<file path="src/rtl/sbp_pkg.sv">
// shared constants and carrier types for the seven-bit port
package sbp_pkg;
  localparam int unsigned NPIN = 7;
  localparam int unsigned AW = 16;
  localparam int unsigned DW = 8;
  // register byte addresses
  localparam logic [15:0] ADDR_DIR = 16'hffb9;
  localparam logic [15:0] ADDR_LATCH = 16'hffbb;
  localparam logic [15:0] ADDR_PULLUP = 16'hfff2;
  // reset values and fixed read values
  localparam logic [7:0] RST_DIR = 8'h80;
  localparam logic [7:0] RST_LATCH = 8'h80;
  localparam logic [7:0] RST_PULLUP = 8'h00;
  localparam logic [7:0] RD_DIR = 8'hff;
  localparam logic [7:0] RD_UNMAPPED = 8'h00;
  // field positions
  localparam int unsigned BIT_TOP = 7;
  localparam int unsigned PIN_VSYNC = 2;
  localparam int unsigned PIN_TMR_B = 2;
  localparam int unsigned PIN_TMR_A = 1;
  localparam int unsigned PIN_TMR_CLK = 0;
  localparam int unsigned PIN_CAPTURE = 3;
  localparam int unsigned PIN_REQ_LO = 4;
  localparam int unsigned NREQ = 3;
  localparam int unsigned NKEY = 4;
  localparam int unsigned PU_OTHER_LO = 4;
  // input synchroniser depth
  localparam int unsigned SYNC_STAGES = 3;

  // register bus request
  typedef struct packed {
    logic [AW-1:0] addr;
    logic [DW-1:0] wdata;
    logic wr;
    logic rd;
  } sbp_bus_s;

  // controls from the timer and timer-connection logic
  typedef struct packed {
    logic sync_out_enable;
    logic vsync_out;
    logic timer_b_out_enable;
    logic timer_out_b;
    logic timer_a_out_enable;
    logic timer_out_a;
    logic timer_clk_ext;
  } sbp_periph_s;

  // levels forwarded to the timer, key-sense and request logic
  typedef struct packed {
    logic timer_clock_in;
    logic timer_capture_in;
    logic vsync_in;
    logic [NKEY-1:0] key_sense_in;
    logic [NREQ-1:0] ext_request_n;
  } sbp_fwd_s;
endpackage

</file>
<file path="src/rtl/sbp_port.sv">
// seven-bit general-purpose port with key-sense read redirection and pull-ups
// How it works
// - direction bit 1 drives the pin, 0 leaves it an input
// - direction register is write-only; every read returns all ones
// - direction resets to 80 on reset and hardware standby, kept in soft standby
// - output pins keep driving when software standby is entered
// - soft standby drops peripheral ownership; pins return to direction/latch control
// - latch holds pins 6..0; bit 7 ignores writes and reads as set out below
// - reading an output pin returns the latch value
// - reading an input pin returns the pin level, even under peripheral use
// - latch resets to 80 on reset and hardware standby, kept in soft standby
// - input bits 6..4 read own pin if mask 1, else other-port pins 2..0
// - bit 7 reads other-port pin 3 if mask 7 is 0, else one
// - pull-up bits 7..4 serve other-port pins 3..0, bits 3..0 own pins 3..0
// - a pull-up is on only for a pin whose direction bit is 0 and whose control bit is set
// - pull-up control resets to 00 on reset and hardware standby, kept in soft standby
// - pins 6..4 feed requests 2..0, each usable only when its enable is set
// - pin multiplexing is identical in every operating mode
// - pin 2: vsync out if enabled, else timer out b if enabled, else direction
// - pin 0 timer clock is used only when an external clock is selected
//
// Added by the designer: the address-and-strobe port.
`timescale 1ns/1ps
module sbp_port
  import sbp_pkg::*;
(
  // clock, reset, enable
  input wire logic clk,
  input wire logic reset,
  input wire logic ce,
  // standby controls
  input wire logic hw_standby,
  input wire logic sw_standby,
  // register port
  input wire sbp_pkg::sbp_bus_s bus,
  output logic [sbp_pkg::DW-1:0] rdata,
  // own pins
  input wire logic [sbp_pkg::NPIN-1:0] pin_in,
  output logic [sbp_pkg::NPIN-1:0] pin_out,
  output logic [sbp_pkg::NPIN-1:0] pin_oe,
  output logic [sbp_pkg::NKEY-1:0] pullup_on,
  // other-port pins and their direction
  input wire logic [sbp_pkg::NKEY-1:0] other_pin_in,
  input wire logic [sbp_pkg::NKEY-1:0] other_port_direction,
  output logic [sbp_pkg::NKEY-1:0] other_pullup_on,
  // key-sense mask bits 7..4 and request enables
  input wire logic [sbp_pkg::NKEY-1:0] keysense_mask,
  input wire logic [sbp_pkg::NREQ-1:0] request_enable,
  // peripheral side
  input wire sbp_pkg::sbp_periph_s periph,
  output sbp_pkg::sbp_fwd_s fwd,
  output logic periph_init
);
  import sbp_pkg::*;

  // timing seen from software:
  // - a register write lands at the edge that samples its strobe
  // - pin drive and pull-ups follow one edge after the register edge
  // - read data stand only in the cycle after the read strobe, zero otherwise
  // - a pin change reaches a port read about four edges later, three
  //   synchroniser stages plus the agreement filter
  // - with ce low only reset and hardware standby move anything, and a strobe in such a cycle is lost
  // hardware standby behaves like reset on the three registers only; soft
  // standby keeps them, takes the pins back from the peripherals and holds the peripherals in init

  // registers
  logic [NPIN-1:0] dir_ff, nxt_dir;
  logic [NPIN-1:0] latch_ff, nxt_latch;
  logic [DW-1:0] pullup_ff, nxt_pullup;
  logic [DW-1:0] rdata_ff, nxt_rdata;

  // synchronisers: stage 1 feeds only stage 2
  logic [NPIN-1:0] ps1_ff, ps2_ff, ps3_ff, pf_ff, nxt_pf;
  logic [NKEY-1:0] os1_ff, os2_ff, os3_ff, of_ff, nxt_of;

  // pin drivers
  logic [NPIN-1:0] out_ff, nxt_out, oe_ff, nxt_oe;
  logic [NKEY-1:0] pu_ff, nxt_pu, opu_ff, nxt_opu;
  sbp_fwd_s fwd_ff, nxt_fwd;
  logic init_ff, nxt_init;

  logic clear;
  logic [2:0] sel;
  logic [DW-1:0] port_value;

  // filtered level of one pin: follow only once the last two stages agree,
  // so a sample caught mid-transition can never flip the level by itself
  function automatic logic agree(input logic a,
                                 input logic b,
                                 input logic held);
    agree = (a == b) ? b : held;
  endfunction

  // register decode shared by the write and read paths: {pull-up, latch, direction}
  function automatic logic [2:0] reg_sel(input logic [AW-1:0] addr);
    reg_sel = 3'h0;
    if (addr == ADDR_DIR) begin
      reg_sel[0] = 1'b1;
    end
    if (addr == ADDR_LATCH) begin
      reg_sel[1] = 1'b1;
    end
    if (addr == ADDR_PULLUP) begin
      reg_sel[2] = 1'b1;
    end
  endfunction

  assign clear = reset | hw_standby;
  assign sel = reg_sel(bus.addr);

  // register writes; soft standby does not disturb them
  always_comb begin
    nxt_dir = dir_ff;
    nxt_latch = latch_ff;
    nxt_pullup = pullup_ff;
    // unmapped addresses fall through and change nothing
    if (bus.wr) begin
      if (sel[0]) begin
        nxt_dir = bus.wdata[NPIN-1:0];
      end
      if (sel[1]) begin
        nxt_latch = bus.wdata[NPIN-1:0];
      end
      if (sel[2]) begin
        nxt_pullup = bus.wdata;
      end
    end
  end

  always_ff @(posedge clk) begin
    if (clear) begin
      dir_ff <= RST_DIR[NPIN-1:0];
      latch_ff <= RST_LATCH[NPIN-1:0];
      pullup_ff <= RST_PULLUP;
    end else if (ce) begin
      dir_ff <= nxt_dir;
      latch_ff <= nxt_latch;
      pullup_ff <= nxt_pullup;
    end
  end

  // input filters, one per own pin
  for (genvar g = 0; g < NPIN; g++) begin : g_pin_filter
    assign nxt_pf[g] = agree(ps2_ff[g], ps3_ff[g], pf_ff[g]);
  end

  // input filters, one per other-port pin
  for (genvar h = 0; h < NKEY; h++) begin : g_other_filter
    assign nxt_of[h] = agree(os2_ff[h], os3_ff[h], of_ff[h]);
  end

  always_ff @(posedge clk) begin
    if (reset) begin
      ps1_ff <= '0;
      ps2_ff <= '0;
      ps3_ff <= '0;
      pf_ff <= '0;
      os1_ff <= '0;
      os2_ff <= '0;
      os3_ff <= '0;
      of_ff <= '0;
    end else if (ce) begin
      ps1_ff <= pin_in;
      ps2_ff <= ps1_ff;
      ps3_ff <= ps2_ff;
      pf_ff <= nxt_pf;
      os1_ff <= other_pin_in;
      os2_ff <= os1_ff;
      os3_ff <= os2_ff;
      of_ff <= nxt_of;
    end
  end

  // port read value, one bit per pin
  for (genvar i = 0; i < NPIN; i++) begin : g_read_bit
    if (i >= PIN_REQ_LO) begin : g_keyed
      // an input bit may be redirected to the matching other-port pin
      assign port_value[i] = dir_ff[i] ? latch_ff[i] :
        keysense_mask[i-PIN_REQ_LO] ? pf_ff[i] : of_ff[i-PIN_REQ_LO];
    end else begin : g_plain
      assign port_value[i] = dir_ff[i] ? latch_ff[i] : pf_ff[i];
    end
  end

  // top bit has no pin of its own
  assign port_value[BIT_TOP] = keysense_mask[NKEY-1] ? 1'b1 : of_ff[NKEY-1];

  // read data stand for exactly the cycle after the strobe
  always_comb begin
    nxt_rdata = '0;
    if (bus.rd) begin
      nxt_rdata = RD_UNMAPPED;
      if (sel[0]) begin
        nxt_rdata = RD_DIR;
      end
      if (sel[1]) begin
        nxt_rdata = port_value;
      end
      if (sel[2]) begin
        nxt_rdata = pullup_ff;
      end
    end
  end

  always_ff @(posedge clk) begin
    if (reset) begin
      rdata_ff <= '0;
    end else if (ce) begin
      rdata_ff <= nxt_rdata;
    end
  end

  // pin drivers; no mode input reaches this mux
  always_comb begin
    nxt_out = latch_ff;
    nxt_oe = dir_ff;
    // in soft standby the peripherals are held in init and lose the pins
    if (!sw_standby) begin
      if (periph.sync_out_enable) begin
        nxt_out[PIN_VSYNC] = periph.vsync_out;
        nxt_oe[PIN_VSYNC] = 1'b1;
      end else if (periph.timer_b_out_enable) begin
        nxt_out[PIN_TMR_B] = periph.timer_out_b;
        nxt_oe[PIN_TMR_B] = 1'b1;
      end
      if (periph.timer_a_out_enable) begin
        nxt_out[PIN_TMR_A] = periph.timer_out_a;
        nxt_oe[PIN_TMR_A] = 1'b1;
      end
    end
    nxt_init = sw_standby;
  end

  // pull-ups follow the direction bits, not the peripheral drive; a pin
  // taken by a timer output may therefore keep its pull-up on
  for (genvar j = 0; j < NKEY; j++) begin : g_pullup
    assign nxt_pu[j] = ~dir_ff[j] & pullup_ff[j];
    assign nxt_opu[j] = ~other_port_direction[j] & pullup_ff[j+PU_OTHER_LO];
  end

  // forwarded levels
  always_comb begin
    nxt_fwd.key_sense_in = pf_ff[NKEY-1:0];
    nxt_fwd.timer_capture_in = pf_ff[PIN_CAPTURE];
    nxt_fwd.vsync_in = pf_ff[PIN_CAPTURE];
    // an idle low keeps an internal clock selection free of pin noise
    nxt_fwd.timer_clock_in = periph.timer_clk_ext & pf_ff[PIN_TMR_CLK];
    for (int k = 0; k < NREQ; k++) begin
      // disabled requests sit at the inactive high level
      nxt_fwd.ext_request_n[k] = ~request_enable[k] | pf_ff[k+PIN_REQ_LO];
    end
  end

  always_ff @(posedge clk) begin
    if (reset) begin
      out_ff <= '0;
      oe_ff <= '0;
      pu_ff <= '0;
      opu_ff <= '0;
      fwd_ff <= '0;
      init_ff <= 1'b0;
    end else if (ce) begin
      out_ff <= nxt_out;
      oe_ff <= nxt_oe;
      pu_ff <= nxt_pu;
      opu_ff <= nxt_opu;
      fwd_ff <= nxt_fwd;
      init_ff <= nxt_init;
    end
  end

  assign rdata = rdata_ff;
  assign pin_out = out_ff;
  assign pin_oe = oe_ff;
  assign pullup_on = pu_ff;
  assign other_pullup_on = opu_ff;
  assign fwd = fwd_ff;
  assign periph_init = init_ff;
endmodule // sbp_port

</file>
<file path="config.mk">
export PLATFORM = sky130hd
export DESIGN_NAME = sbp_port
export DESIGN_NICKNAME = d
export VERILOG_FILES = /design/src/rtl/sbp_pkg.sv /design/src/rtl/sbp_port.sv
export SDC_FILE = /design/constraint.sdc
export NUM_CORES = 1
export LEC_CHECK = 0
export BUFFER_PORTS_ARGS = -buffer_cell sky130_fd_sc_hd__buf_2
export CORE_ASPECT_RATIO = 0.6
export CORE_UTILIZATION = 48
export CTS_CLUSTER_SIZE = 28
export DETAILED_ROUTE_END_ITERATION = 6
export PLACE_DENSITY = 0.86
export SYNTH_ARGS = -nofsm -noshare
export SYNTH_HDL_FRONTEND = slang
export SYNTH_SLANG_ARGS = --single-unit
</file>
<file path="constraint.sdc">
create_clock -name clk -period 1.14 [get_ports clk]
set_input_delay 0.171 -clock clk [delete_from_list [all_inputs] [get_ports clk]]
set_output_delay 0.171 -clock clk [all_outputs]
set_load 0.005 [all_outputs]
</file>
==> impl_metrics.yaml <==
clocking:
  cts_made_buffers: 9
  holdBufCountCts: 0
  cts.root.buffer_cell: "clkbuf_16"
  clkLatencyLatePin_ns: 0.35
  cts.sinks: 105
  path_clk_slew_ns: 0.07
  htreeDepth: 3
  cts_tree: "yes"
  clockBufferDepth: 2
power_and_ir_drop:
  power_density_nw_per_um2: 1430
  peakVddDrop_v: 0.000858
  p_leak_nw: 2.36
  power_frac_seq_pct: 49.5
  p_sw_mw: 1.72
  swShare_pct: 22.6
  intPower_mw: 5.89
  pwr-share-clk_pct: 43.8
  power_frac_comb_pct: 6.7
die:
  die_h_um: 74.7
  die_x_um: 123
  io_pins: 101
  rows: 26
  dieArea_um2: 9210
  coreArea_um2: 8520
  initial_core_util_pct: 49.6
worst_setup_path:
  critPathKind: "reg -> reg"
  critPathLaunchType: "flop"
  r2r_slack_ns: -0.08
  cp-end-kind: "flop"
  worstPathMaxFanout: 2
  cp_slowest_cell: "dfxtp_2"
  max_stage_delay_ns: 0.34
  reg2reg_depth: 4
  r2r_start: "pf_ff[5]"
  regToRegEndpoint: "rdata[5]"
  crit_chain: "mux2_4, mux2i_4, a211oi_2, a221o_1"
  required_ns: 1.38
  arrival_ns: 1.46
cells_and_area:
  fillers: 752
  post-route-util_pct: 62.7
  drive_gt1_share_pct: 28.9
  design_area_um2: 5340
  area_growth_pct: 26.2
  final_nets: 619
  n_antenna_cell: 0
placement:
  dpl_worst_slack_ns: -0.205
  gp_congestion: 0.827
  post_dp_cell_area_um2: 4980
  post-dp-hpwl_um: 8180
  io_buffers: 100
yosys:
  synth_edf_count: 0
  yosysTopAreaCellShare_pct: 49.7
  ys_seq_elements: 105
  synth_fp_nets: 511
  ys_seq_area_share_pct: 49.7
  yosysMostFrequentCell: "dfxtp_1"
  yosys-top-cells-area: "dfxtp_1, mux2i_1, nor2_1"
  netlist_area_um2: 4230
  yosys_warnings: 0
  synth_common_cells: "dfxtp_1, nor2_1, mux2i_1"
  postSynthCellCount: 451
  async_reset_ff_share_pct: 0
  ys_types: 41
  synth_ff_type: "dfxtp_1"
  syn_area_per_cell_um2: 9.38
  yosys.area.top_type: "dfxtp_1"
timing:
  slew_headroom_pct: 58.1
  slew_viol_final: 0
  fin_crit_sh_pct: 107
  fin_worst_skew_ns: 0.00354
  fmax_ghz: 0.818
  whs_ns: 0.0185
  final.setup.worst_slack_ns: -0.0818
  finalSetupViolCount: 3
  setup_tns_ns: -0.234
  hold_viol_final: 0
  tightest_slew_ns: 0.626
  period_minus_slack_ns: 1.22
  rsz0062_at_grt: "true"
route:
  ant_nets: 0
  route.detailed.drc: 1
  dr.first_iter.drc_count: 293
  wl_met3_um: 928
  wire_per_inst_um: 16.6
  wl_met1_um: 5200
  vias_per_cell: 5.60
  dr_wl_met2_um: 4970
  routed.top_layer: "met4"
  vias: 3785
  wl_um: 11200
  drt-pass1-iter-count: 7
global_routing:
  grt_usage_pct: 25.5
  grt_max_degree: 72
  grt_pass1_wl_um: 17600
  grt_pass1_vias: 3555
  gr-total-overflow: 0
  antenna_found_initial: 0
flow_run:
  drv_cap: 0
hold_path:
  hold_path.startpoint: "request_enable[0]"
  min_delay_path_depth: 2
  worstHoldPathType: "in -> reg"
  hold_end: "fwd[0]"
status:
  failed_checks: "DRC, setup timing"
  outcome: "finished with violations"
-- metal layers --
metal | global-route usage [%] | vias up
met2 | 41.9 | 164
met3 | 7.73 | 13
met1 | 32.8 | 1784
met5 | 0 | -
li1 | - | 1824
met4 | 7.36 | 0
-- critical path: cells and delay by family (launching register included) --
family,cells,cell delay (ns)
compound gates,2,0.34
flops,1,0.34
mux,2,0.43
-- placed cells by master (no fill, tap or decap), types with 8 or more instances in the layout --
master	synthesis	layout
a21oi_1	46	46
nand4_1	23	23
a211oi_1	9	8
dfxtp_1	105	102
buf_4	7	24
mux2i_1	53	50
clkbuf_16	0	9
nand2_1	28	28
buf_2	7	99
nor2_1	65	65
o21ai_0	27	27
-- state kept, by name (all words and copies together), names as in the netlist, 7 cells and up --
signal	count
rdata	8
pf_ff	7
ps3_ff	7
dir_ff	7
ps2_ff	7
ps1_ff	7
pin_out	7
fwd	8
latch_ff	7
pin_oe	7
pullup_ff	8
-- area by class of cell --
cell class                      count  area, µm²  share of cell area (%)
Tap cell                          112        140                    2.62
Inverter                            6       22.5                   0.422
Sequential cell                   105       2110                    39.4
Clock buffer                        9        225                    4.22
Clock inverter                      7       93.8                    1.76
Timing Repair Buffer              129        796                    14.9
Multi-Input combinational cell    308       1960                    36.6
-- stage by stage --
stage          instances  total power, mW
6_report             676             7.61
5_1_grt              676             7.84
4_1_cts              676             7.64
3_5_place_dp         659             4.36
3_3_place_gp         659             4.34
2_1_floorplan        451             4.11
-- worst max path at each step --
stage | cells after the start | slack [ns] | start | end
floorplan | 6 | -0.01 | bus[11] | rdata[4]
global placement | 6 | -0.16 | bus[12] | rdata[0]
detailed placement | 6 | -0.20 | bus[12] | rdata[6]
CTS | 4 | -0.12 | pf_ff[5] | rdata[5]
global route | 4 | -0.12 | of_ff[2] | rdata[6]
finish | 4 | -0.08 | pf_ff[5] | rdata[5]
-- cells by family (layout without fill, tap and decap cells) --
| logic type | Yosys count | after routing | synth area share (%) |
|---|---|---|---|
| compound gates | 109 | 109 | 15.1 |
| buf+inv | 38 | 151 | 4.85 |
| mux | 58 | 58 | 13.9 |
| simple gates | 141 | 141 | 16.5 |
| flops | 105 | 105 | 49.7 |
-- timing repair --
action / 4_1_cts / 5_1_grt
pin swaps: 2 / 0
resized for setup: 5 / 5
endpoints found under the hold margin: 0 / 0
buffers inserted: 1 / 0
setup endpoints to repair: 3 / 4
-- power groups by stage --
stage	Combinational [mW]	Clock (mW)	Sequential, mW
6_report	0.513	3.33	3.77
3_3_place_gp	0.493	0	3.84
2_1_floorplan	0.273	0	3.84
3_5_place_dp	0.506	0	3.85
4_1_cts	0.511	3.37	3.76
5_1_grt	0.554	3.52	3.77
Power figures use the tool's default switching activity.
